**src/common/rtcbk_defines.svh**
```systemverilog
// Register offsets, field positions, reset values and counts of the clock
`ifndef RTCBK_DEFINES_SVH
`define RTCBK_DEFINES_SVH

`define RTCBK_OFS_TIME 8'h00
`define RTCBK_OFS_DATE 8'h04
`define RTCBK_OFS_CTRL 8'h08
`define RTCBK_OFS_STAT 8'h0C
`define RTCBK_OFS_PRER 8'h10
`define RTCBK_OFS_WUTR 8'h14
`define RTCBK_OFS_ALRA 8'h18
`define RTCBK_OFS_ALRB 8'h1C
`define RTCBK_OFS_SSR 8'h20
`define RTCBK_OFS_ALRASS 8'h24
`define RTCBK_OFS_ALRBSS 8'h28
`define RTCBK_BKP_IDX0 6'h14
`define RTCBK_BKP_WORDS 20

`define RTCBK_CTRL_W 17
`define RTCBK_C_FMT12 0
`define RTCBK_C_ALRAE 1
`define RTCBK_C_ALRBE 2
`define RTCBK_C_WUE 3
`define RTCBK_C_ALRAIE 4
`define RTCBK_C_ALRBIE 5
`define RTCBK_C_WUIE 6
`define RTCBK_C_CALOE 7
`define RTCBK_C_REFE 8
`define RTCBK_C_REF60 9
`define RTCBK_C_CKSEL 11:10
`define RTCBK_C_WUSEL 14:12
`define RTCBK_C_TAMPIE 15
`define RTCBK_C_TSIE 16

`define RTCBK_ASYNC_RST 7'h7F
`define RTCBK_SYNC_RST 13'h0FF
`define RTCBK_FAST_TOP 7'h7F
`define RTCBK_REF50_TOP 6'h31
`define RTCBK_REF60_TOP 6'h3B
`define RTCBK_CAL_BIT 5

`endif

```
**src/common/rtcbk_pkg.sv**
```systemverilog
// Types shared by the calendar clock modules
`default_nettype none
package rtcbk_pkg;
  typedef enum logic [1:0] {
    RTCBK_CK_LSE = 2'h0,
    RTCBK_CK_LSI = 2'h1,
    RTCBK_CK_FAST = 2'h2
  } rtcbk_clk_e;

  typedef struct packed {
    logic pm;
    logic [5:0] hour;
    logic [6:0] min;
    logic [6:0] sec;
    logic [2:0] wday;
    logic [7:0] year;
    logic [4:0] month;
    logic [5:0] date;
  } rtcbk_cal_s;
endpackage : rtcbk_pkg
`default_nettype wire

```
**src/common/rtcbk_cal_if.sv**
```systemverilog
// Link between the bus side and the calendar keeper
`default_nettype none
interface rtcbk_cal_if;
  import rtcbk_pkg::*;
  logic secTick;
  logic wrTime;
  logic wrDate;
  logic fmt12;
  logic [31:0] wrData;
  rtcbk_cal_s cal;
  modport ctl (output secTick, wrTime, wrDate, fmt12, wrData, input cal);
  modport keep (input secTick, wrTime, wrDate, fmt12, wrData, output cal);
endinterface : rtcbk_cal_if
`default_nettype wire

```
**src/rtcbk_wakeup.sv**
```systemverilog
// Auto-reload binary downcounter giving one pulse per expiry
`default_nettype none
module rtcbk_wakeup #(
  parameter int unsigned WIDTH = 16
) (
  input wire logic clk,
  input wire logic rst_n,
  input wire logic en,
  input wire logic resTick,
  input wire logic [WIDTH-1:0] reload,
  output logic expire
);
  logic [WIDTH-1:0] cnt_r, cnt_nxt;
  logic expire_r, expire_nxt;

  always_comb begin
    cnt_nxt = cnt_r;
    expire_nxt = 1'b0;
    if (!en) begin
      // Idle counter tracks the reload so enabling starts a full period
      cnt_nxt = reload;
    end else if (resTick) begin
      if (cnt_r == '0) begin
        cnt_nxt = reload; // RL19
        expire_nxt = 1'b1; // RL9
      end else begin
        cnt_nxt = cnt_r - 1'b1; // RL9
      end
    end
  end

  always_ff @(posedge clk or negedge rst_n) begin
    if (!rst_n) begin
      cnt_r <= '0;
      expire_r <= 1'b0;
    end else begin
      cnt_r <= cnt_nxt;
      expire_r <= expire_nxt;
    end
  end

  assign expire = expire_r;
endmodule : rtcbk_wakeup
`default_nettype wire

```
**src/rtcbk_calendar.sv**
```systemverilog
// BCD time and date keeper with month length and 12/24 hour handling
`default_nettype none
module rtcbk_calendar (
  input wire logic clk,
  input wire logic rst_n,
  rtcbk_cal_if.keep bus
);
  import rtcbk_pkg::*;

  rtcbk_cal_s cal_r, cal_nxt;

  function automatic logic [7:0] rtcbk_bcd_inc(input logic [7:0] v);
    if (v[3:0] != 4'h9) return {v[7:4], v[3:0] + 4'h1};
    return (v[7:4] == 4'h9) ? 8'h00 : {v[7:4] + 4'h1, 4'h0}; // RL1
  endfunction : rtcbk_bcd_inc

  function automatic logic [5:0] rtcbk_dim(input logic [4:0] m,
      input logic [7:0] y);
    logic leap;
    // Every fourth year; century years are not special-cased
    leap = y[4] ? (y[3:0] == 4'h2 || y[3:0] == 4'h6)
                : (y[3:0] == 4'h0 || y[3:0] == 4'h4 || y[3:0] == 4'h8);
    if (m == 5'h02) return leap ? 6'h29 : 6'h28;
    if (m == 5'h04 || m == 5'h06 || m == 5'h09 || m == 5'h11) return 6'h30;
    return 6'h31;
  endfunction : rtcbk_dim

  always_comb begin
    logic dayRoll;
    dayRoll = 1'b0;
    cal_nxt = cal_r;
    if (bus.wrTime) begin
      cal_nxt.sec = bus.wrData[6:0];
      cal_nxt.min = bus.wrData[14:8];
      cal_nxt.hour = bus.wrData[21:16];
      cal_nxt.pm = bus.wrData[22] & bus.fmt12;
    end else if (bus.wrDate) begin
      cal_nxt.date = bus.wrData[5:0];
      cal_nxt.month = bus.wrData[12:8];
      cal_nxt.wday = bus.wrData[15:13];
      cal_nxt.year = bus.wrData[23:16];
    end else if (bus.secTick) begin
      if (cal_r.sec != 7'h59) begin
        cal_nxt.sec = 7'(rtcbk_bcd_inc({1'b0, cal_r.sec})); // RL1
      end else begin
        cal_nxt.sec = 7'h00;
        if (cal_r.min != 7'h59) begin
          cal_nxt.min = 7'(rtcbk_bcd_inc({1'b0, cal_r.min}));
        end else begin
          cal_nxt.min = 7'h00;
          if (bus.fmt12) begin
            if (cal_r.hour == 6'h12) cal_nxt.hour = 6'h01; // RL1
            else cal_nxt.hour = 6'(rtcbk_bcd_inc({2'h0, cal_r.hour}));
            if (cal_r.hour == 6'h11) begin
              cal_nxt.pm = ~cal_r.pm;
              dayRoll = cal_r.pm;
            end
          end else if (cal_r.hour == 6'h23) begin
            cal_nxt.hour = 6'h00; // RL1
            dayRoll = 1'b1;
          end else begin
            cal_nxt.hour = 6'(rtcbk_bcd_inc({2'h0, cal_r.hour}));
          end
        end
      end
      if (dayRoll) begin
        cal_nxt.wday = (cal_r.wday == 3'h7) ? 3'h1 : cal_r.wday + 3'h1;
        if (cal_r.date == rtcbk_dim(cal_r.month, cal_r.year)) begin
          cal_nxt.date = 6'h01; // RL2
          if (cal_r.month == 5'h12) begin
            cal_nxt.month = 5'h01;
            cal_nxt.year = rtcbk_bcd_inc(cal_r.year);
          end else begin
            cal_nxt.month = 5'(rtcbk_bcd_inc({3'h0, cal_r.month}));
          end
        end else begin
          cal_nxt.date = 6'(rtcbk_bcd_inc({2'h0, cal_r.date}));
        end
      end
    end
  end

  always_ff @(posedge clk or negedge rst_n) begin
    if (!rst_n) begin
      cal_r <= '{pm: 1'b0, hour: 6'h00, min: 7'h00, sec: 7'h00,
                 wday: 3'h1, year: 8'h00, month: 5'h01, date: 6'h01};
    end else begin
      cal_r <= cal_nxt;
    end
  end

  assign bus.cal = cal_r;
endmodule : rtcbk_calendar
`default_nettype wire

```
**src/rtcbk_top.sv**
```systemverilog
// Calendar clock top: bus slave, time base, alarms, events, backup words
//
// Added by the designer: the register addresses and the APB interface to the registers.
`include "rtcbk_defines.svh"
`default_nettype none

// Overview of operation
// RL1 - Seconds through year kept in BCD; hours in 12 or 24 hour format
// RL2 - Date rolls over after 28, 29, 30 or 31 days automatically
// RL3 - Optional 50 or 60 Hz reference paces the seconds instead
// RL4 - Alarm and periodic wakeup can wake the chip from Stop and Standby
// RL5 - Sub-second count readable in plain binary
// RL6 - Kernel tick from crystal, low-speed RC or fast clock over 128
// RL7 - A 512 Hz calibration signal can drive an output pin
// RL8 - Two alarm comparators, every field individually maskable
// RL9 - 16-bit auto-reload wakeup downcounter with selectable resolution
// RL10 - 20-bit prescaler; reset setting gives 1 Hz from 32.768 kHz
// RL11 - Twenty 32-bit backup words, 80 bytes of user data
// RL12 - Backup words not cleared by system reset or Standby wake; here rst_n, which resets every other register, clears them too
// RL13 - Alarm registers hold sub-second through date match values
// RL14 - Alarm, wakeup, tamper and timestamp events drive interrupt lines
// RL15 - Those events request exit from Standby
// RL16 - Backup-domain contents survive Standby
// RL17 - No event ends battery-only operation
// RL18 - Sticky flag per alarm and wakeup; interrupt when enabled
// RL19 - Wakeup counter reloads after zero and keeps counting while enabled
module rtcbk_top #(
  parameter int unsigned BKP_WORDS = `RTCBK_BKP_WORDS
) (
  input wire logic sys_clk,
  input wire logic rst_n,
  input wire logic psel,
  input wire logic penable,
  input wire logic pwrite,
  input wire logic [7:0] paddr,
  input wire logic [31:0] pwdata,
  output logic [31:0] prdata,
  output logic pready,
  output logic pslverr,
  input wire logic lseClk,
  input wire logic lsiClk,
  input wire logic highSpeedExternalClock,
  input wire logic refClk,
  input wire logic tamperIn,
  input wire logic tstampIn,
  input wire logic vbatMode,
  output logic calOut,
  output logic [3:0] externalInterruptLine,
  output logic wakeStandby
);
  import rtcbk_pkg::*;

  localparam int unsigned BW = $clog2(BKP_WORDS);

  rtcbk_cal_if calBus ();

  logic [`RTCBK_CTRL_W-1:0] ctrl_r, ctrl_nxt;
  logic [6:0] asyncPre_r, asyncPre_nxt;
  logic [12:0] syncPre_r, syncPre_nxt;
  logic [15:0] wuRel_r, wuRel_nxt;
  logic [31:0] alrA_r, alrA_nxt, alrB_r, alrB_nxt;
  logic [13:0] ssA_r, ssA_nxt, ssB_r, ssB_nxt;
  logic [31:0] prdata_r, prdata_nxt, rdMux;
  logic pslverr_r, pslverr_nxt, errAddr;
  logic [31:0] bkp_r [BKP_WORDS];

  logic [5:0] inNow, inPrev_r, edges;
  logic [6:0] fastDiv_r, fastDiv_nxt, asyncCnt_r, asyncCnt_nxt;
  logic [12:0] syncCnt_r, syncCnt_nxt;
  logic [5:0] refCnt_r, refCnt_nxt;
  logic [3:0] wuDiv_r, wuDiv_nxt;
  logic calOut_r, calOut_nxt;
  logic kTick, ckSpre, presSec, refSec, secTick, resTick, wuExp;

  logic [4:0] stat_r, stat_nxt, evSet, evClr;
  logic [1:0] hitPrev_r, hitPrev_nxt;
  logic alrAHit, alrBHit;
  logic [3:0] line_r, line_nxt;
  logic wake_r, wake_nxt;

  logic setup, wrOk, bkpHit, prerWr;
  logic [5:0] wordIdx;
  logic [BW-1:0] bkpIdx;
  logic fmt12, aEn, bEn, wuEn, aIe, bIe, wuIe, calEn, refEn, ref60;
  logic tampIe, tsIe;
  logic [2:0] wuSel;
  rtcbk_clk_e clkSel;

  function automatic logic rtcbk_alr_hit(input logic [31:0] a,
      input logic [13:0] s, input rtcbk_cal_s c, input logic [12:0] ss);
    logic dayOk;
    dayOk = a[30] ? (a[26:24] == c.wday) : (a[29:24] == c.date);
    return (a[7] | (a[6:0] == c.sec)) & (a[15] | (a[14:8] == c.min))
      & (a[23] | (a[22:16] == {c.pm, c.hour})) & (a[31] | dayOk)
      & (s[13] | (s[12:0] == ss));
  endfunction : rtcbk_alr_hit

  assign fmt12 = ctrl_r[`RTCBK_C_FMT12];
  assign aEn = ctrl_r[`RTCBK_C_ALRAE];
  assign bEn = ctrl_r[`RTCBK_C_ALRBE];
  assign wuEn = ctrl_r[`RTCBK_C_WUE];
  assign aIe = ctrl_r[`RTCBK_C_ALRAIE];
  assign bIe = ctrl_r[`RTCBK_C_ALRBIE];
  assign wuIe = ctrl_r[`RTCBK_C_WUIE];
  assign calEn = ctrl_r[`RTCBK_C_CALOE];
  assign refEn = ctrl_r[`RTCBK_C_REFE];
  assign ref60 = ctrl_r[`RTCBK_C_REF60];
  assign clkSel = rtcbk_clk_e'(ctrl_r[`RTCBK_C_CKSEL]);
  assign wuSel = ctrl_r[`RTCBK_C_WUSEL];
  assign tampIe = ctrl_r[`RTCBK_C_TAMPIE];
  assign tsIe = ctrl_r[`RTCBK_C_TSIE];

  // Bus decode; every access completes without wait states
  assign setup = psel & ~penable;
  assign wrOk = psel & penable & pwrite & ~pslverr_r;
  assign pready = 1'b1;
  assign wordIdx = paddr[7:2];
  assign bkpHit = (paddr[1:0] == 2'h0) && (wordIdx >= `RTCBK_BKP_IDX0)
    && (wordIdx < 6'(`RTCBK_BKP_IDX0 + BKP_WORDS));
  assign bkpIdx = BW'(wordIdx - `RTCBK_BKP_IDX0);
  assign prerWr = wrOk && (paddr == `RTCBK_OFS_PRER);

  assign calBus.secTick = secTick;
  assign calBus.fmt12 = fmt12;
  assign calBus.wrData = pwdata;
  assign calBus.wrTime = wrOk && (paddr == `RTCBK_OFS_TIME);
  assign calBus.wrDate = wrOk && (paddr == `RTCBK_OFS_DATE);

  always_comb begin
    rdMux = 32'h0000_0000;
    errAddr = 1'b0;
    case (paddr)
      `RTCBK_OFS_TIME: rdMux = {9'h000, calBus.cal.pm, calBus.cal.hour,
        1'h0, calBus.cal.min, 1'h0, calBus.cal.sec}; // RL1
      `RTCBK_OFS_DATE: rdMux = {8'h00, calBus.cal.year, calBus.cal.wday,
        calBus.cal.month, 2'h0, calBus.cal.date};
      `RTCBK_OFS_CTRL: rdMux = 32'(ctrl_r);
      `RTCBK_OFS_STAT: rdMux = 32'(stat_r);
      `RTCBK_OFS_PRER: rdMux = {9'h000, asyncPre_r, 3'h0, syncPre_r};
      `RTCBK_OFS_WUTR: rdMux = {16'h0000, wuRel_r};
      `RTCBK_OFS_ALRA: rdMux = alrA_r;
      `RTCBK_OFS_ALRB: rdMux = alrB_r;
      `RTCBK_OFS_SSR: rdMux = {19'h00000, syncCnt_r}; // RL5
      `RTCBK_OFS_ALRASS: rdMux = {ssA_r[13], 18'h00000, ssA_r[12:0]};
      `RTCBK_OFS_ALRBSS: rdMux = {ssB_r[13], 18'h00000, ssB_r[12:0]};
      default: begin
        if (bkpHit) rdMux = bkp_r[bkpIdx];
        else errAddr = 1'b1;
      end
    endcase
  end

  // Configuration registers
  always_comb begin
    ctrl_nxt = ctrl_r;
    asyncPre_nxt = asyncPre_r;
    syncPre_nxt = syncPre_r;
    wuRel_nxt = wuRel_r;
    alrA_nxt = alrA_r;
    alrB_nxt = alrB_r;
    ssA_nxt = ssA_r;
    ssB_nxt = ssB_r;
    prdata_nxt = prdata_r;
    pslverr_nxt = pslverr_r;
    if (setup) begin
      prdata_nxt = rdMux;
      pslverr_nxt = errAddr;
    end
    if (wrOk) begin
      case (paddr)
        `RTCBK_OFS_CTRL: ctrl_nxt = pwdata[`RTCBK_CTRL_W-1:0];
        `RTCBK_OFS_PRER: begin
          asyncPre_nxt = pwdata[22:16]; // RL10
          syncPre_nxt = pwdata[12:0];
        end
        `RTCBK_OFS_WUTR: wuRel_nxt = pwdata[15:0];
        `RTCBK_OFS_ALRA: alrA_nxt = pwdata; // RL13
        `RTCBK_OFS_ALRB: alrB_nxt = pwdata;
        `RTCBK_OFS_ALRASS: ssA_nxt = {pwdata[31], pwdata[12:0]};
        `RTCBK_OFS_ALRBSS: ssB_nxt = {pwdata[31], pwdata[12:0]};
        default: ;
      endcase
    end
  end

  always_ff @(posedge sys_clk or negedge rst_n) begin
    if (!rst_n) begin
      ctrl_r <= '0;
      asyncPre_r <= `RTCBK_ASYNC_RST; // RL10
      syncPre_r <= `RTCBK_SYNC_RST;
      wuRel_r <= 16'hFFFF;
      alrA_r <= 32'h0000_0000;
      alrB_r <= 32'h0000_0000;
      ssA_r <= 14'h2000;
      ssB_r <= 14'h2000;
      prdata_r <= 32'h0000_0000;
      pslverr_r <= 1'b0;
    end else begin
      ctrl_r <= ctrl_nxt;
      asyncPre_r <= asyncPre_nxt;
      syncPre_r <= syncPre_nxt;
      wuRel_r <= wuRel_nxt;
      alrA_r <= alrA_nxt;
      alrB_r <= alrB_nxt;
      ssA_r <= ssA_nxt;
      ssB_r <= ssB_nxt;
      prdata_r <= prdata_nxt;
      pslverr_r <= pslverr_nxt;
    end
  end

  // The same rst_n that resets every other register also clears these
  always_ff @(posedge sys_clk or negedge rst_n) begin
    if (!rst_n) begin
      for (int i = 0; i < int'(BKP_WORDS); i++) bkp_r[i] <= '0; // RL12 RL16
    end else if (wrOk && bkpHit) begin
      bkp_r[bkpIdx] <= pwdata; // RL11
    end
  end

  // Time base
  assign inNow = {tstampIn, tamperIn, refClk, highSpeedExternalClock,
                  lsiClk, lseClk};
  assign edges = inNow & ~inPrev_r;

  always_comb begin
    fastDiv_nxt = edges[2] ? fastDiv_r + 7'h01 : fastDiv_r;
    unique case (clkSel)
      RTCBK_CK_LSE: kTick = edges[0]; // RL6
      RTCBK_CK_LSI: kTick = edges[1];
      RTCBK_CK_FAST: kTick = edges[2] && (fastDiv_r == `RTCBK_FAST_TOP);
      default: kTick = 1'b0;
    endcase
    ckSpre = 1'b0;
    presSec = 1'b0;
    refSec = 1'b0;
    asyncCnt_nxt = asyncCnt_r;
    syncCnt_nxt = syncCnt_r;
    refCnt_nxt = refCnt_r;
    if (prerWr) begin
      asyncCnt_nxt = pwdata[22:16];
      syncCnt_nxt = pwdata[12:0];
    end else if (kTick) begin
      if (asyncCnt_r == 7'h00) begin
        asyncCnt_nxt = asyncPre_r; // RL10
        ckSpre = 1'b1;
      end else begin
        asyncCnt_nxt = asyncCnt_r - 7'h01;
      end
    end
    if (ckSpre) begin
      if (syncCnt_r == 13'h0000) begin
        syncCnt_nxt = syncPre_r;
        presSec = 1'b1;
      end else begin
        syncCnt_nxt = syncCnt_r - 13'h0001;
      end
    end
    // Reference seconds realign the sub-second phase each time
    if (refEn && edges[3]) begin
      if (refCnt_r >= (ref60 ? `RTCBK_REF60_TOP : `RTCBK_REF50_TOP)) begin
        refCnt_nxt = 6'h00; // RL3
        refSec = 1'b1;
        syncCnt_nxt = syncPre_r;
      end else begin
        refCnt_nxt = refCnt_r + 6'h01;
      end
    end
    secTick = refEn ? refSec : presSec; // RL3
    wuDiv_nxt = kTick ? wuDiv_r + 4'h1 : wuDiv_r;
    case (wuSel)
      3'h0: resTick = kTick && (wuDiv_r == 4'hF); // RL9
      3'h1: resTick = kTick && (wuDiv_r[2:0] == 3'h7);
      3'h2: resTick = kTick && (wuDiv_r[1:0] == 2'h3);
      3'h3: resTick = kTick && wuDiv_r[0];
      default: resTick = secTick;
    endcase
    calOut_nxt = calEn & asyncCnt_r[`RTCBK_CAL_BIT]; // RL7
  end

  always_ff @(posedge sys_clk or negedge rst_n) begin
    if (!rst_n) begin
      inPrev_r <= 6'h00;
      fastDiv_r <= 7'h00;
      asyncCnt_r <= `RTCBK_ASYNC_RST;
      syncCnt_r <= `RTCBK_SYNC_RST;
      refCnt_r <= 6'h00;
      wuDiv_r <= 4'h0;
      calOut_r <= 1'b0;
    end else begin
      inPrev_r <= inNow;
      fastDiv_r <= fastDiv_nxt;
      asyncCnt_r <= asyncCnt_nxt;
      syncCnt_r <= syncCnt_nxt;
      refCnt_r <= refCnt_nxt;
      wuDiv_r <= wuDiv_nxt;
      calOut_r <= calOut_nxt;
    end
  end

  rtcbk_calendar calKeeper (
    .clk(sys_clk),
    .rst_n(rst_n),
    .bus(calBus)
  );

  rtcbk_wakeup #(
    .WIDTH(16)
  ) wakeTimer (
    .clk(sys_clk),
    .rst_n(rst_n),
    .en(wuEn),
    .resTick(resTick),
    .reload(wuRel_r),
    .expire(wuExp)
  );

  // Events, sticky flags and wake requests
  always_comb begin
    alrAHit = aEn & rtcbk_alr_hit(alrA_r, ssA_r, calBus.cal, syncCnt_r);
    alrBHit = bEn & rtcbk_alr_hit(alrB_r, ssB_r, calBus.cal, syncCnt_r);
    hitPrev_nxt = {alrBHit, alrAHit};
    evSet = {edges[5], edges[4], wuExp,
             alrBHit & ~hitPrev_r[1], alrAHit & ~hitPrev_r[0]}; // RL8
    evClr = (wrOk && paddr == `RTCBK_OFS_STAT) ? pwdata[4:0] : 5'h00;
    // A new event in the clearing cycle survives
    stat_nxt = (stat_r & ~evClr) | evSet; // RL18
    line_nxt = {stat_r[4] & tsIe, stat_r[3] & tampIe, stat_r[2] & wuIe,
                (stat_r[0] & aIe) | (stat_r[1] & bIe)}; // RL14 RL4
    wake_nxt = (|line_nxt) & ~vbatMode; // RL15 RL17
  end

  always_ff @(posedge sys_clk or negedge rst_n) begin
    if (!rst_n) begin
      stat_r <= 5'h00;
      hitPrev_r <= 2'h0;
      line_r <= 4'h0;
      wake_r <= 1'b0;
    end else begin
      stat_r <= stat_nxt;
      hitPrev_r <= hitPrev_nxt;
      line_r <= line_nxt;
      wake_r <= wake_nxt;
    end
  end

  assign prdata = prdata_r;
  assign pslverr = pslverr_r;
  assign calOut = calOut_r;
  assign externalInterruptLine = line_r;
  assign wakeStandby = wake_r;
endmodule : rtcbk_top
`default_nettype wire

```
**config.mk**
```make
export PLATFORM = sky130hd
export DESIGN_NAME = rtcbk_top
export DESIGN_NICKNAME = d
export VERILOG_FILES = /design/src/common/rtcbk_pkg.sv /design/src/common/rtcbk_cal_if.sv /design/src/rtcbk_wakeup.sv /design/src/rtcbk_calendar.sv /design/src/rtcbk_top.sv
export VERILOG_INCLUDE_DIRS = /design/src /design/src/common
export SDC_FILE = /design/constraint.sdc
export NUM_CORES = 2
export LEC_CHECK = 0
export ABC_AREA = 1
export ABC_CLOCK_PERIOD_IN_PS = 2500
export BUFFER_PORTS_ARGS = -buffer_cell sky130_fd_sc_hd__buf_2
export CORE_MARGIN = 2
export CORE_UTILIZATION = 28
export DETAILED_ROUTE_END_ITERATION = 16
export PLACE_DENSITY = 0.51
export SLEW_MARGIN = 20
export SYNTH_ARGS = -nofsm -noshare
export SYNTH_HDL_FRONTEND = slang
export SYNTH_SLANG_ARGS = --single-unit
```
**constraint.sdc**
```tcl
create_clock -name sys_clk -period 2.5 [get_ports sys_clk]
set_clock_uncertainty 0.2 [all_clocks]
set_input_delay 0.25 -clock sys_clk [delete_from_list [all_inputs] [get_ports sys_clk]]
set_output_delay 0.25 -clock sys_clk [all_outputs]
set_load 0.03 [all_outputs]
```
* Word-level counts from Yosys, hierarchy flattened
Cells that the tools add are included.
Word-level totals: flip-flop bits (word level) 934, output and inout bits 40, bits of input ports 52
Cells by class: equal/unequal tests 64, mux-type cells 147, bitwise gates (word level) 48, magnitude comparators 5, add/sub/neg operators 20, reduce and logical (&&, ||, !) cells 57
Operators with widths (count):
- 640-bit bitwise mux | 1
- 32-bit case mux with 11 select lines | 1
- 32-bit binary-select mux with 5-bit select | 1
- 32-bit demux with 5-bit select | 1
- 32-bit two-way mux | 4
- 6-bit two-way mux | 17
- 1-bit two-way mux | 84
- 13-bit two-way mux | 6
- 7-bit two-way mux | 8
- 16-bit two-way mux | 3
- 22-bit two-way mux | 2
- 43-bit two-way mux | 1
- 7-bit equality test | 6
- 21-bit two-way mux | 2
- 4-bit by 1-bit adder with 4-bit output (second input constant) | 8
- 8-bit by 5-bit equality test with 1-bit output (second input constant) | 4
- 4-bit != test (second input constant) | 8
- 13-bit equality test | 2
- 1-bit bitwise AND | 24
- 8-bit by 6-bit equality test with 1-bit output (second input constant) | 3
- 4-bit two-way mux | 6
- 8-bit two-way mux | 3
- 6-bit equality test | 3
- 8-bit by 4-bit equality test with 1-bit output (second input constant) | 2
- other kinds (66) | 141

* Longest topological paths before layout
depth in word-level cells 39, gate-level depth with buffers 16

* Modules after synthesis
From an unflattened synthesis, not the netlist that was laid out.
Unflattened totals: cell total of the unflattened synthesis 5597, area total of the unflattened synthesis 44428.9 µm²
Modules (own cells, without submodules):
- rtcbk_top | cells each 4970, seq. area each 21931.0 µm², times used 1, area each 40073.4 µm²
- rtcbk_calendar | cells each 415, seq. area each 1079.8 µm², times used 1, area each 3046.7 µm²
- rtcbk_wakeup | cells each 212, seq. area each 425.4 µm², times used 1, area each 1308.8 µm²

* Least setup slack after synthesis
No wires, ideal clock.
path type input-to-reg, from input port paddr[4], to register prdata_r[0], in the netlist prdata[0], data required time 2183 ps, stages on the path 13, path slack 185 ps, arrival time 1998 ps, cell sequence inv_1 ha_1 nand2_1 clkbuf_1 nor2_2 buf_1 o21ai_0 nand2_1 nor2_1 nand3_1 nand3_1 nand2_1 nand2_1
On the way: word-level cells in the longest chain between the ends 7, elaborated cells on any way between the ends 22, those cells by class add/sub: 1; order compare: 2; eq/ne: 10; mux: 5; bitwise: 1; reduce/logical: 3
Ends and longest elaborated chain:
- start, declared | line rtcbk_top.sv:35 | input wire logic [7:0] paddr,
- 5-bit subtractor (no line)
- 5-bit NOT with 6-bit output (not written as such) | line rtcbk_top.sv:147 | if (bkpHit) rdMux = bkp_r[bkpIdx];
- 32-bit binary-select mux with 5-bit select | line rtcbk_top.sv:147
- 32-bit two-way mux (not written as such) (2 in a row) | line rtcbk_top.sv:147
- 32-bit two-way mux | line rtcbk_top.sv:147
- 32-bit case mux with 11 select lines (*) | line rtcbk_top.sv:132 | case (paddr)
- end signal, assigned | line rtcbk_top.sv:207 | prdata_r <= prdata_nxt;
- end, declared | line rtcbk_top.sv:63 | logic [31:0] prdata_r, prdata_nxt, rdMux;
Mark *: on every way between the ends. The rest lies on a longest branch, timed or not. The select of a mux whose other input is x is not followed. A chain may end at the register's enable or synchronous reset.

* Worst setup path in the final report
from register fastDiv_r[1], to register syncCnt_r[2]
On the way: word-level cells in the longest chain between the ends 8
Ends and longest elaborated chain:
- start, declared | line rtcbk_top.sv:68 | logic [6:0] fastDiv_r, fastDiv_nxt, asyncCnt_r, asyncCnt_nxt;
- start signal, assigned | line rtcbk_top.sv:292 | fastDiv_r <= fastDiv_nxt;
- 7-bit equality test (no line) (*)
- 1-bit logical AND (*) | line rtcbk_top.sv:231 | RTCBK_CK_FAST: kTick = edges[2] && (fastDiv_r == `RTCBK_FAST_TOP);
- 1-bit case mux with 3 select lines (*) | line rtcbk_top.sv:228 | unique case (clkSel)
- 1-bit two-way mux (*) | line rtcbk_top.sv:243 | end else if (kTick) begin
- 1-bit two-way mux (*) | line rtcbk_top.sv:240 | if (prerWr) begin
- 13-bit two-way mux (*) | line rtcbk_top.sv:251 | if (ckSpre) begin
- 13-bit two-way mux | line rtcbk_top.sv:261 | if (refCnt_r >= (ref60 ? `RTCBK_REF60_TOP : `RTCBK_REF50_TOP)) begin
- 13-bit two-way mux (*) | line rtcbk_top.sv:260 | if (refEn && edges[3]) begin
- via syncCnt_nxt[2] | line rtcbk_top.sv:69 | logic [12:0] syncCnt_r, syncCnt_nxt;
- end signal, assigned | line rtcbk_top.sv:286 | syncCnt_r <= `RTCBK_SYNC_RST;
- end signal, assigned | line rtcbk_top.sv:294 | syncCnt_r <= syncCnt_nxt;
- end, declared | line rtcbk_top.sv:69
The timed path passes the listed nets; every way through them passes the cells marked *.

==> results by stage <==
Logic synthesis:
- The mean area per synthesized cell is 8.42 um^2.
- The share of async-settable or async-resettable flops after synthesis is 100%.
- The most common flop cell mapped by yosys is sky130_fd_sc_hd__dfrtp_1.
- The post-synth net total is between 5000 and 6000.
- Synthesis produced 5123 cells.
- The yosys synthesis warning count is 0.
- The number of different library cells in the post-synthesis netlist is 53.
- The flop and latch count out of synthesis is roughly 930.
- The area of the mapped netlist is ~43000 um^2.
- Yosys mapped a number of flops with a built-in enable equal to 0.
- After synthesis, flip-flops and latches occupy between 50% and 60% of the total area.

Worst setup path:
- Data arrives at the worst endpoint at approximately 2.8 ns.
- STA puts the critical path data required time at just under 3 ns.
- Among all stages on the critical path, the largest delay is contributed by sky130_fd_sc_hd__dfrtp_1.
- The maximum fanout encountered on the critical timing path is 8.
- The cell that appears most often on the critical path is sky130_fd_sc_hd__nand2_1.
- The number of buffers and inverters on the critical path is 3.
- The startpoint of the worst register-to-register path is fastDiv_r[1].
- The launching element type of the critical path is a flop.
- The endpoint class of the critical path is a flop.
- Grouping stages by cell kind, the critical path spends the most delay in simple AND/OR/NAND/NOR gates.
- The critical path is of the flop to flop type.
- The most critical setup path has its startpoint at fastDiv_r[1].
- The maximum cell stage delay along the critical path is ~0.35 ns.
- Traced cell by cell, the critical path runs through ha_1 > nand2_1 > nor2_2 > nand3_1 > nand2_2 > buf_4 > buf_4 > nand2_1 > nor2b_1 > buf_4 > nand2_1 > o211ai_1 > nand2_1 > o21ai_0.

Global route:
- Entering global routing, the biggest net connects 91 pins.
- The total congestion overflow after global routing is 0.
- The total routing usage reported by global routing is about 20%.
- The number of antenna violations at the first check in global routing is 5.
- The number of global-route vias before repair came to between 30000 and 40000.
- The first global-routing pass estimated 236000 um of wire.

Timing:
- The slew at the pin with the worst max-slew slack is around 1 ns.
- The post-layout minimum cycle time is 2.34 ns.
- Headroom to the max-slew limit came out at 33.2%.
- The number of max-slew violations in the final report came to 0.
- The count of endpoints failing setup in the final report is 0.
- The setup slack of the critical path after layout is 0.155 ns.
- After layout, the worst path uses approximately 94% of the clock period.
- Setup repair after global routing could not meet its margin everywhere.
- The number of hold violations in the final report is 0.
- For this run, the top clock speed supported by timing is around 0.43 GHz.

Floorplanning:
- The top-level I/O count is 92.
- The core region is 152000 um^2.
- For this configuration, the core starts out at a cell density of between 20% and 30%.
- The overall die height is about 400 um.
- The total number of placement rows is approximately 140.
- The floorplan die width is approximately 400 um.
- The full die area is 157000 um^2.

Clock tree:
- The clock reaches the later pin of the worst-skew pair after around 0.75 ns.
- The H-tree was split into 3 levels.
- The longest clock path from root to sink contains 3 buffers.
- TritonCTS built the clock tree.
- The root cell of the clock tree is sky130_fd_sc_hd__clkbuf_16.
- The number of buffers inserted during clock tree synthesis is roughly 100.
- The number of sinks driven by the clock tree is 934.
- The clock-pin slew reported for the worst setup and hold paths after clock tree synthesis is ~0.060 ns.

Place:
- At the end of routability-driven placement, the weighted congestion stood at roughly 0.93.
- The count of buffers from port buffering is 90.
- Prior to clock tree synthesis, the placed netlist has a worst setup slack of -0.291 ns.
- The half-perimeter wire length after detailed placement is roughly 110000 um.
- The placed cell area is approximately 49000 um^2.

Detailed routing:
- The total vias in the final route is ~38000.
- Dividing the detail-routed via count by the number of cells gives around 5.0.
- The detail route stage leaves a number of antenna-violating nets equal to 0.
- The final routed wirelength across all metal layers is 155000 um.
- In the routed design, unresolved DRC markers number 0.
- The first detailed-routing pass took 8 iterations.
- The routed wire length per instance is ~20 um.
- After the first detailed-routing iteration, the DRC count stood at 3209.

Finish:
- In the layout the commonest cells are sky130_fd_sc_hd__nand2_1, sky130_fd_sc_hd__o21ai_0, sky130_fd_sc_hd__dfrtp_1, sky130_fd_sc_hd__buf_4, sky130_fd_sc_hd__o22ai_1.
- The leading cell type in the layout, fill and taps excluded is sky130_fd_sc_hd__nand2_1.
- The final instance area is roughly 53000 um^2.
- Once layout is complete, the utilization of the core stands at a little over a third.
- The layout-stage area growth over the synthesis result is 24.0%.
- The layout cell share with drive strength beyond 1 is between 10% and 20%.
- The net count of the finished layout is around 5500.

Worst hold path:
- The worst hold path begins at tamperIn.
- In this run the worst hold path is classified as input port to flop.

Power:
- The power density over cell area is 679 nW/um^2.
- The highest ir drop seen on vdd is roughly 0.59 mV.
- The leakage power figure is around 24 nW.
- The power consumption is roughly 36 mW.

Run status:
- The run finished with clean final reports.

Run:
- The number of max-capacitance violations reported is 0.
final cells by class:
type                       instances  area, um^2
antenna                            2        5.00
clock buffer                     156        3090
clock inverter                    38         557
fill                           15839       99000
inverter                         235         882
multi-input combinational       3592       17600
sequential                       934       23400
tap                             2030        2540
timing repair buffer             575        5410
registers in the layout (all words and copies together) (netlist names), 14 cells and up:
signal,cells
alrA_r,32
alrB_r,32
bkp_r,640
calKeeper.bus.cal,43
ctrl_r,17
prdata,32
ssA_r,14
ssB_r,14
wakeTimer.cnt_r,16
wuRel_r,16
stage by stage:
step / setup TNS [ns] / std cells / hold slack (ns)
global route: -0.0540 / 7560 / 0.0539
global placement: -16.81 / 7318 / -0.0173
CTS: 0 / 7559 / 0.0142
finish: 0 / 7562 / 0.0375
detailed placement: -19.77 / 7318 / -0.0194
floorplan: 0 / 5123 / -0.246
kinds of logic after synthesis:
logic type	after synthesis	share of synthesized area (%)
buffers and inverters	597	5.33
AOI/OAI and AO/OA	1471	18.5
xor gates and xnor gates	113	2.34
muxes	1	0.0261
DFF	934	54.4
other	1	0.00870
and+or+nand+nor	1980	18.7
adders and majority gates	26	0.755
cell usage after synthesis, types with 9 or more instances:
master | instances | area [um^2]
sky130_fd_sc_hd__o221ai_1 | 17 | 149
sky130_fd_sc_hd__o21ai_0 | 902 | 4510
sky130_fd_sc_hd__nand3_1 | 123 | 616
sky130_fd_sc_hd__or2_2 | 9 | 56.3
sky130_fd_sc_hd__nand2_1 | 1453 | 5450
sky130_fd_sc_hd__nand2_2 | 26 | 163
sky130_fd_sc_hd__nor2_1 | 243 | 912
sky130_fd_sc_hd__o211ai_1 | 18 | 135
sky130_fd_sc_hd__dfstp_2 | 51 | 1340
sky130_fd_sc_hd__nor3_1 | 32 | 160
sky130_fd_sc_hd__xor2_1 | 47 | 412
sky130_fd_sc_hd__buf_1 | 11 | 41.3
sky130_fd_sc_hd__a21oi_1 | 55 | 275
sky130_fd_sc_hd__dfrtp_1 | 883 | 22100
sky130_fd_sc_hd__ha_1 | 26 | 325
sky130_fd_sc_hd__a31oi_1 | 10 | 62.6
sky130_fd_sc_hd__o21ai_1 | 163 | 816
sky130_fd_sc_hd__inv_1 | 226 | 848
sky130_fd_sc_hd__a22oi_1 | 33 | 248
sky130_fd_sc_hd__xnor2_1 | 65 | 569
sky130_fd_sc_hd__and3_1 | 26 | 163
sky130_fd_sc_hd__nand4_1 | 36 | 225
sky130_fd_sc_hd__buf_2 | 34 | 170
sky130_fd_sc_hd__o22ai_1 | 246 | 1540
sky130_fd_sc_hd__clkbuf_1 | 313 | 1170
path summary, 6_finish.rpt:
path / endpoint / slack, ns / depth (start not counted)
worst max register to register: syncCnt_r[2] / 0.16 / 14
worst min-delay path: inPrev_r[4] / 0.04 / 2
worst min register to register: stat_r[3] / 0.22 / 1
worst max-delay path: syncCnt_r[2] / 0.16 / 14
min in group asynchronous: inPrev_r[2] / 0.07 / 3
max in group asynchronous: bkp_r[121] / 1.44 / 4
worst reg2reg max path: stages, from the launching register on:
cell and delay (ns):
sky130_fd_sc_hd__dfrtp_1 0.35, sky130_fd_sc_hd__ha_1 0.17, sky130_fd_sc_hd__nand2_1 0.07, sky130_fd_sc_hd__nor2_2 0.14, sky130_fd_sc_hd__nand3_1 0.15, sky130_fd_sc_hd__nand2_2 0.16, sky130_fd_sc_hd__buf_4 0.13, sky130_fd_sc_hd__buf_4 0.15
sky130_fd_sc_hd__nand2_1 0.14, sky130_fd_sc_hd__nor2b_1 0.14, sky130_fd_sc_hd__buf_4 0.17, sky130_fd_sc_hd__nand2_1 0.07, sky130_fd_sc_hd__o211ai_1 0.09, sky130_fd_sc_hd__nand2_1 0.06, sky130_fd_sc_hd__o21ai_0 0.08
per-layer routing:
layer,GRT usage (%),share of wire [%]
met3,2.85,5.9
met2,31.1,45
met4,6.35,2.9
met1,27.3,46
met5,0,0
where the power goes:
| part | total (mW) | internal, mW | switching (mW) |
|---|---|---|---|
| Sequential | 15.9 | 15.6 | 0.305 |
| Clock | 16.3 | 9.52 | 6.77 |
| Combinational | 4.11 | 1.51 | 2.61 |
| Total | 36.3 | 26.6 | 9.68 |
what timing repair did:
item                                   in CTS  in global routing
pin swaps                                   0                  3
setup endpoints to repair                  37                 68
buffers inserted                            0                  1
resized for setup                           4                 25
endpoints found under the hold margin    1454                  0
hold buffers                               47                  0
Power figures use the tool's default switching activity.
